==> src/design/irq_cond_pkg.sv <==
// Constants and types shared by the interrupt source conditioner.
package irq_cond_pkg;
    // Number of conditioned interrupt sources.
    localparam int unsigned NUM_SRC = 12;
    // Source bit positions in the pending and mask vectors.
    localparam int unsigned SRC_PODULE_FAST = 0;
    localparam int unsigned SRC_PODULE_NORM = 1;
    localparam int unsigned SRC_SERIAL = 2;
    localparam int unsigned SRC_SCSI = 3;
    localparam int unsigned SRC_FLOPPY = 4;
    localparam int unsigned SRC_INDEX = 5;
    localparam int unsigned SRC_FLYBACK = 6;
    localparam int unsigned SRC_FLOPPY_DRQ = 7;
    localparam int unsigned SRC_PRINTER = 8;
    localparam int unsigned SRC_EXTENDED = 9;
    localparam int unsigned SRC_KEYBOARD = 10;
    localparam int unsigned SRC_COPROC = 11;
    // Sources that are edge events and latch a pending flag.
    localparam logic [11:0] EDGE_SRC_MASK = 12'h160;
    // Sources that are routed to the fast output; the rest go normal.
    localparam logic [11:0] FAST_ROUTE = 12'h081;
    // Mask reset value: all sources blocked until software enables them.
    localparam logic [11:0] MASK_RESET = 12'h000;
    // Polarity-adjusted idle level of each source; the index pin rests high.
    localparam logic [11:0] PIN_IDLE = 12'h020;
    // Sampled test mode reset value.
    localparam logic TEST_MODE_RESET = 1'b0;
    // Bus arbitration grant encoding.
    typedef enum logic [1:0] {
        GRANT_NONE = 2'b00,
        GRANT_MAIN = 2'b01,
        GRANT_SECOND = 2'b10
    } grant_t;
endpackage

==> src/design/src_if.sv <==
// Interface carrying raw and conditioned source vectors between modules.
interface src_if;
    import irq_cond_pkg::*;
    logic [NUM_SRC-1:0] raw;
    logic [NUM_SRC-1:0] active;
    logic [NUM_SRC-1:0] clr;
    modport producer(input raw, input clr, output active);
    modport consumer(output raw, output clr, input active);
endinterface

==> src/design/irq_cond_top.sv <==
// Interrupt source conditioner driving the processor irq and fiq outputs.
//
// Summary of operation
// Podule fast request is active low level, pending while held low.
// Podule normal request is active low level, pending while low.
// Serial controller request is active low level.
// SCSI controller request is active low level.
// Floppy controller request is active low level.
// Floppy index sets an event only on a falling edge.
// Video flyback sets an event on each rising edge.
// Floppy data request is an active high level fast request.
// Printer request sets an event only on a rising edge.
// Extended request is active low level.
// Drive fast output normally; sample that pin as test mode in reset.
// Mask register gates each request before the outputs.
// Keyboard serial interface can raise a request.
// Second processor request beats main memory request when both asserted.
// Edge events latch until software clears them.
// Outputs asserted low while any unmasked routed request is pending.
module irq_cond_top
    import irq_cond_pkg::*;
(
    input wire logic i_clk,
    input wire logic i_rst_n,
    input wire logic i_podule_fiq_n,
    input wire logic i_podule_irq_n,
    input wire logic i_serial_irq_n,
    input wire logic i_scsi_irq_n,
    input wire logic i_floppy_irq_n,
    input wire logic i_floppy_index_n,
    input wire logic i_flyback,
    input wire logic i_floppy_drq,
    input wire logic i_printer_irq,
    input wire logic i_ext_irq_n,
    input wire logic i_kbd_irq,
    input wire logic i_second_req_n,
    input wire logic i_main_req_n,
    input wire logic [NUM_SRC-1:0] i_mask_wdata,
    input wire logic i_mask_we,
    input wire logic [NUM_SRC-1:0] i_clear,
    input wire logic i_fiq_pin,
    output logic o_fiq_n,
    output logic o_fiq_oe,
    output logic o_irq_n,
    output logic [NUM_SRC-1:0] o_pending,
    output logic [NUM_SRC-1:0] o_mask,
    output logic o_test_mode,
    output grant_t o_grant
);
    src_if sif();

    logic [NUM_SRC-1:0] pins;
    logic [NUM_SRC-1:0] sync;
    logic [NUM_SRC-1:0] mask_ff;
    logic [NUM_SRC-1:0] nxt_mask;
    logic [NUM_SRC-1:0] live;
    logic fiq_n_ff;
    logic irq_n_ff;
    logic nxt_fiq_n;
    logic nxt_irq_n;
    logic [NUM_SRC-1:0] pend_ff;
    logic tpin_meta_ff;
    logic tpin_sync_ff;
    logic test_ff;
    logic nxt_test;
    logic in_reset_ff;
    logic nxt_in_reset;
    grant_t grant_ff;
    grant_t nxt_grant;

    // Turn every pin except the floppy index into an active high request before synchronising.
    always_comb begin
        pins = '0;
        pins[SRC_PODULE_FAST] = ~i_podule_fiq_n;
        pins[SRC_PODULE_NORM] = ~i_podule_irq_n;
        pins[SRC_SERIAL] = ~i_serial_irq_n;
        pins[SRC_SCSI] = ~i_scsi_irq_n;
        pins[SRC_FLOPPY] = ~i_floppy_irq_n;
        pins[SRC_INDEX] = i_floppy_index_n;
        pins[SRC_FLYBACK] = i_flyback;
        pins[SRC_FLOPPY_DRQ] = i_floppy_drq;
        pins[SRC_PRINTER] = i_printer_irq;
        pins[SRC_EXTENDED] = ~i_ext_irq_n;
        pins[SRC_KEYBOARD] = i_kbd_irq;
        pins[SRC_COPROC] = 1'b0;
    end

    src_sync u_sync (
        .i_clk(i_clk),
        .i_rst_n(i_rst_n),
        .i_pins(pins),
        .o_sync(sync)
    );

    assign sif.raw = sync;
    assign sif.clr = i_clear;

    src_cond u_cond (
        .i_clk(i_clk),
        .i_rst_n(i_rst_n),
        .sif(sif)
    );

    // Mask register; a one lets the source through.
    always_comb begin
        nxt_mask = i_mask_we ? i_mask_wdata : mask_ff;
        live = sif.active & mask_ff;
        // Outputs are registered so the pins never glitch on decode.
        nxt_fiq_n = ~|(live & FAST_ROUTE);
        nxt_irq_n = ~|(live & ~FAST_ROUTE);
    end

    // Test mode is caught from the shared fiq pin while reset is held,
    // using a clocked sampler because reset itself may only load constants.
    always_comb begin
        nxt_in_reset = 1'b0;
        nxt_test = in_reset_ff ? tpin_sync_ff : test_ff;
    end

    // Arbitration: the second processor wins a simultaneous request.
    always_comb begin
        if (!i_second_req_n) begin
            nxt_grant = GRANT_SECOND;
        end else if (!i_main_req_n) begin
            nxt_grant = GRANT_MAIN;
        end else begin
            nxt_grant = GRANT_NONE;
        end
    end

    // Main state registers.
    always_ff @(posedge i_clk or negedge i_rst_n) begin
        if (!i_rst_n) begin
            mask_ff <= MASK_RESET;
            fiq_n_ff <= 1'b1;
            irq_n_ff <= 1'b1;
            pend_ff <= '0;
            in_reset_ff <= 1'b1;
            test_ff <= TEST_MODE_RESET;
            grant_ff <= GRANT_NONE;
        end else begin
            mask_ff <= nxt_mask;
            fiq_n_ff <= nxt_fiq_n;
            irq_n_ff <= nxt_irq_n;
            pend_ff <= sif.active;
            in_reset_ff <= nxt_in_reset;
            test_ff <= nxt_test;
            grant_ff <= nxt_grant;
        end
    end

    // Pin synchroniser for the test strap; runs through reset.
    always_ff @(posedge i_clk) begin
        tpin_meta_ff <= i_fiq_pin;
        tpin_sync_ff <= tpin_meta_ff;
    end

    // The fiq driver is released during reset so the strap can be read.
    assign o_fiq_oe = i_rst_n;
    assign o_fiq_n = fiq_n_ff;
    assign o_irq_n = irq_n_ff;
    assign o_pending = pend_ff;
    assign o_mask = mask_ff;
    assign o_test_mode = test_ff;
    assign o_grant = grant_ff;
endmodule

==> src/design/src_sync.sv <==
// Two-stage synchroniser for the interrupt pins.
module src_sync
    import irq_cond_pkg::*;
(
    input wire logic i_clk,
    input wire logic i_rst_n,
    input wire logic [NUM_SRC-1:0] i_pins,
    output logic [NUM_SRC-1:0] o_sync
);
    logic [NUM_SRC-1:0] meta_ff;
    logic [NUM_SRC-1:0] sync_ff;
    logic [NUM_SRC-1:0] nxt_meta;
    logic [NUM_SRC-1:0] nxt_sync;

    // The first stage only feeds the second one.
    always_comb begin
        nxt_meta = i_pins;
        nxt_sync = meta_ff;
    end

    // Reset to each pin's idle level so release does not look like an edge.
    always_ff @(posedge i_clk or negedge i_rst_n) begin
        if (!i_rst_n) begin
            meta_ff <= PIN_IDLE;
            sync_ff <= PIN_IDLE;
        end else begin
            meta_ff <= nxt_meta;
            sync_ff <= nxt_sync;
        end
    end

    assign o_sync = sync_ff;
endmodule

==> src/design/src_cond.sv <==
// Per-source level and edge conditioning with sticky edge flags.
module src_cond
    import irq_cond_pkg::*;
(
    input wire logic i_clk,
    input wire logic i_rst_n,
    src_if.producer sif
);
    logic [NUM_SRC-1:0] prev_ff;
    logic [NUM_SRC-1:0] latch_ff;
    logic [NUM_SRC-1:0] nxt_prev;
    logic [NUM_SRC-1:0] nxt_latch;
    logic [NUM_SRC-1:0] rise;
    logic [NUM_SRC-1:0] fall;
    logic [NUM_SRC-1:0] ev;

    // Edge detect on synchronised, already polarity-adjusted inputs.
    always_comb begin
        nxt_prev = sif.raw;
        rise = sif.raw & ~prev_ff;
        fall = ~sif.raw & prev_ff;
        ev = '0;
        ev[SRC_INDEX] = fall[SRC_INDEX];
        ev[SRC_FLYBACK] = rise[SRC_FLYBACK];
        ev[SRC_PRINTER] = rise[SRC_PRINTER];
        // A new event wins over a clear in the same cycle.
        nxt_latch = ((latch_ff & ~sif.clr) | ev) & EDGE_SRC_MASK;
    end

    // Previous sample resets to the idle level, as the synchroniser does.
    // A pin held active through reset shows one edge at release.
    always_ff @(posedge i_clk or negedge i_rst_n) begin
        if (!i_rst_n) begin
            prev_ff <= PIN_IDLE;
            latch_ff <= '0;
        end else begin
            prev_ff <= nxt_prev;
            latch_ff <= nxt_latch;
        end
    end

    // Edge sources report the latch; level sources report the pin itself.
    genvar g;
    generate
        for (g = 0; g < NUM_SRC; g++) begin : g_sel
            if (EDGE_SRC_MASK[g]) begin : g_edge
                assign sif.active[g] = latch_ff[g];
            end else begin : g_lvl
                assign sif.active[g] = sif.raw[g];
            end
        end
    endgenerate
endmodule

==> config.mk <==
export PLATFORM = sky130hd
export DESIGN_NAME = irq_cond_top
export DESIGN_NICKNAME = d
export VERILOG_FILES = /design/src/design/irq_cond_pkg.sv /design/src/design/src_if.sv /design/src/design/irq_cond_top.sv /design/src/design/src_sync.sv /design/src/design/src_cond.sv
export SDC_FILE = /design/constraint.sdc
export NUM_CORES = 1
export LEC_CHECK = 0
export ABC_AREA = 1
export BUFFER_PORTS_ARGS = -buffer_cell sky130_fd_sc_hd__buf_2
export CORE_MARGIN = 5
export CORE_UTILIZATION = 43
export DETAILED_ROUTE_END_ITERATION = 8
export PLACE_DENSITY = 0.78
export SLEW_MARGIN = 30
export SYNTH_ARGS = -nofsm -noshare
export SYNTH_HDL_FRONTEND = slang
export SYNTH_SLANG_ARGS = --single-unit
==> constraint.sdc <==
create_clock -name i_clk -period 1 [get_ports i_clk]
set_clock_uncertainty 0.05 [all_clocks]
set_input_delay 0.15 -clock i_clk [delete_from_list [all_inputs] [get_ports i_clk]]
set_output_delay 0.15 -clock i_clk [all_outputs]
set_load 0.02 [all_outputs]
==> results.ini <==
[outcome]
status=finished with violations
violations=negative setup slack

[critical_path]
cp-start-kind=flip-flop
r2r_cells=6
crit_chain=buf_6
path_buf_inv=1
crit_slowest_cell=dfstp_2
cp.depth=1
critPathKind=reg2out
crit_required_ps=800
crit_fanout=1
timing.rr.end=o_irq_n
critical_path.max_stage_delay_ps=530
cp_data_arrival_time_ps=960
reg2reg_from=o_mask[5]
reg2reg_setup_slack_ps=10
end_kind=primary output
crit_family=flip-flops

[clock_network]
clkSlewWorstSetupHoldPaths_ps=70
clockBufferDepth=2
cts_inserted_buffers=9
cts_max_level=3
root_buffer=clkbuf_8
clk-insertion-delay-late_ps=320
cts_tree=done
cts_sinks=59

[sta]
rsz0062_at_grt=yes
whs_ps=14.7
fmax_mhz=862
hold_viol_final=0
worst_slack_ps=-160
setup-tns-final_ps=-1400
maxSlewViolCount=0
period_needed_ps=1160
setup_viol=28
fin_crit_sh_pct=116

[pwr]
pwr-share-seq_pct=44.0
clock_power_share_pct=43.0
power_density_nw_per_um2=2010
ir_drop_mv=1.39
switching_share_pct=21.5
power.switching_mw=1.30
leakagePower_nw=1.52
power.internal_mw=4.73
pwr-share-comb_pct=13.0

[logic_synthesis]
ys_seq_area_share_pct=78.3
synth_warnings=0
synthCells=118
avgSynthCellArea_um2=16.0
ys_ff_latch=59
synth.distinct_cells=14
synth_area_um2=1880

[job]
drv_cap=0

[final_layout]
fin_area_um2=3010
diodes=0
synthToLayoutAreaGrowth_pct=59.6
final_layout_size_suffix_gt1_share_pct=48.5
nets=263

[route]
vias_per_cell=4.20
wl_um=3850
avgRoutedWirePerCell_um=13.8
antenna_left=0
drc=0
drtIter0Drc=42
num_vias=1173
dr.pass1.iters=4

[place]
finalWeightedCongestion=0.716
hpwl_um=2350
dpl_cell_area_um2=2240
io_buffers=60

[worst_hold_path]
hp-start=i_mask_wdata[1]
hold_path_depth=2
hold_class=in2reg
min_to=o_mask[1]

[die]
core_um2=4290
die-area_um2=5800
die_h_um=76.2
initial_core_util_pct=43.9
ios=71
dieWidth_um=76.2
rows=24

[global_route]
grt_pass1_vias=1361
gr-total-overflow=0
grt.total_usage_pct=14.3
grt_pass1_wl_um=6410
grt_antenna_before_repair=0
grt_max_degree=44

-- Yosys cell counts, drive strengths merged --
master	n	area (µm²)
nor2	3	11.3
inv	16	60.1
mux2	13	184
dfrtp	51	1280
dfstp	6	158
a22o	1	8.76
o22ai	3	18.8
nand4	1	6.26
conb	1	3.75
buf	9	71.3
nand2	12	45.0
dfxtp	2	40.0
-- cells in the final DEF (no fill, tap or decap) --
| cell type | Yosys | layout |
|---|---|---|
| clkbuf_1 | 0 | 1 |
| nand2_1 | 12 | 12 |
| nor2_1 | 3 | 2 |
| dfrtp_1 | 51 | 51 |
| nand4_1 | 1 | 1 |
| dfstp_2 | 6 | 6 |
| clkbuf_8 | 0 | 10 |
| mux2_2 | 3 | 2 |
| conb_1 | 1 | 2 |
| inv_1 | 16 | 16 |
| buf_2 | 0 | 32 |
| bufinv_16 | 0 | 3 |
| dfxtp_1 | 2 | 2 |
| dlygate4sd3_1 | 0 | 26 |
| clkinv_2 | 0 | 2 |
| buf_4 | 8 | 12 |
| buf_6 | 1 | 29 |
| nor2_2 | 0 | 1 |
| o22ai_1 | 3 | 3 |
| buf_12 | 0 | 2 |
| a22o_1 | 1 | 1 |
| mux2_4 | 10 | 11 |
-- through the flow --
| step | instances | setup slack, ps | utilization [%] | power [mW] |
|---|---|---|---|---|
| 3_3_place_gp | 226 | 19.7 | 52.1 | 3.18 |
| 2_1_floorplan | 119 | 20.6 | - | 2.96 |
| 4_1_cts | 279 | -171 | 69.9 | 6.08 |
| 6_report | 279 | -160 | 70.0 | 6.03 |
| 5_1_grt | 279 | -190 | 70.0 | 6.27 |
| 3_5_place_dp | 226 | -0.466 | 52.1 | 3.20 |
-- metal layers --
metal | vias up | GRT usage, % | share of wire (%)
met5 | - | 0 | 0
met4 | 0 | 6.99 | 1.8
met3 | 7 | 3.78 | 5.3
met2 | 36 | 25.2 | 55
met1 | 566 | 15.8 | 38
li1 | 564 | - | -
-- worst max path at each step --
stage	from	to	slack, ps
2_1_floorplan	in_reset_ff	o_test_mode	20
3_3_place_gp	in_reset_ff	o_test_mode	20
3_5_place_dp	in_reset_ff	o_test_mode	-0.5
4_1_cts	o_irq_n	o_irq_n	-170
5_1_grt	o_fiq_n	o_fiq_n	-190
6_report	o_fiq_n	o_fiq_n	-160
-- kinds of logic after synthesis --
logic type      count (synthesis)  share of synthesized area [%]
mux                            13                           9.77
compound gates                  4                           1.46
other cells                     1                          0.199
buf+inv                        25                           6.98
simple gates                   16                           3.32
flops                          59                           78.3
-- power by group through the flow --
stage               Clock, mW  Sequential, mW  Combinational [mW]
floorplan                   0            2.77               0.188
global placement            0            2.67               0.509
detailed placement          0            2.68               0.519
CTS                      2.64            2.65               0.789
global route             2.76            2.67               0.846
finish                   2.59            2.65               0.784
-- sequential cells by signal, summed over array words and instances (netlist names) --
name,count
o_mask,12
u_cond.prev_ff,9
o_fiq_n,1
u_sync.meta_ff,11
in_reset_ff,1
tpin_meta_ff,1
o_test_mode,1
tpin_sync_ff,1
o_pending,5
o_irq_n,1
o_grant,2
u_sync.o_sync,11
u_cond.latch_ff,3
-- repair_timing --
| item | in CTS | in global routing |
|---|---|---|
| hold endpoints to repair | 76 | 0 |
| buffers inserted | 11 | 0 |
| resized for setup | 58 | 1 |
| hold buffers | 26 | 0 |
| setup endpoints to repair | 29 | 30 |
-- layout make-up --
type / count / area [µm²]
Tap cell: 52 / 65.1
Multi-Input combinational cell: 35 / 288
Clock inverter: 5 / 100
Timing Repair Buffer: 101 / 877
Inverter: 16 / 60.1
Clock buffer: 11 / 141
Sequential cell: 59 / 1470
Fill cell: 292 / 1290
-- worst reg2reg max path, delay by kind of cell (launching register included) --
| family | cells | cell delay, ps |
|---|---|---|
| flops | 1 | 400 |
| simple gates | 4 | 280 |
| buf+inv | 2 | 190 |
Note: power is estimated with default switching activity, not from simulation.
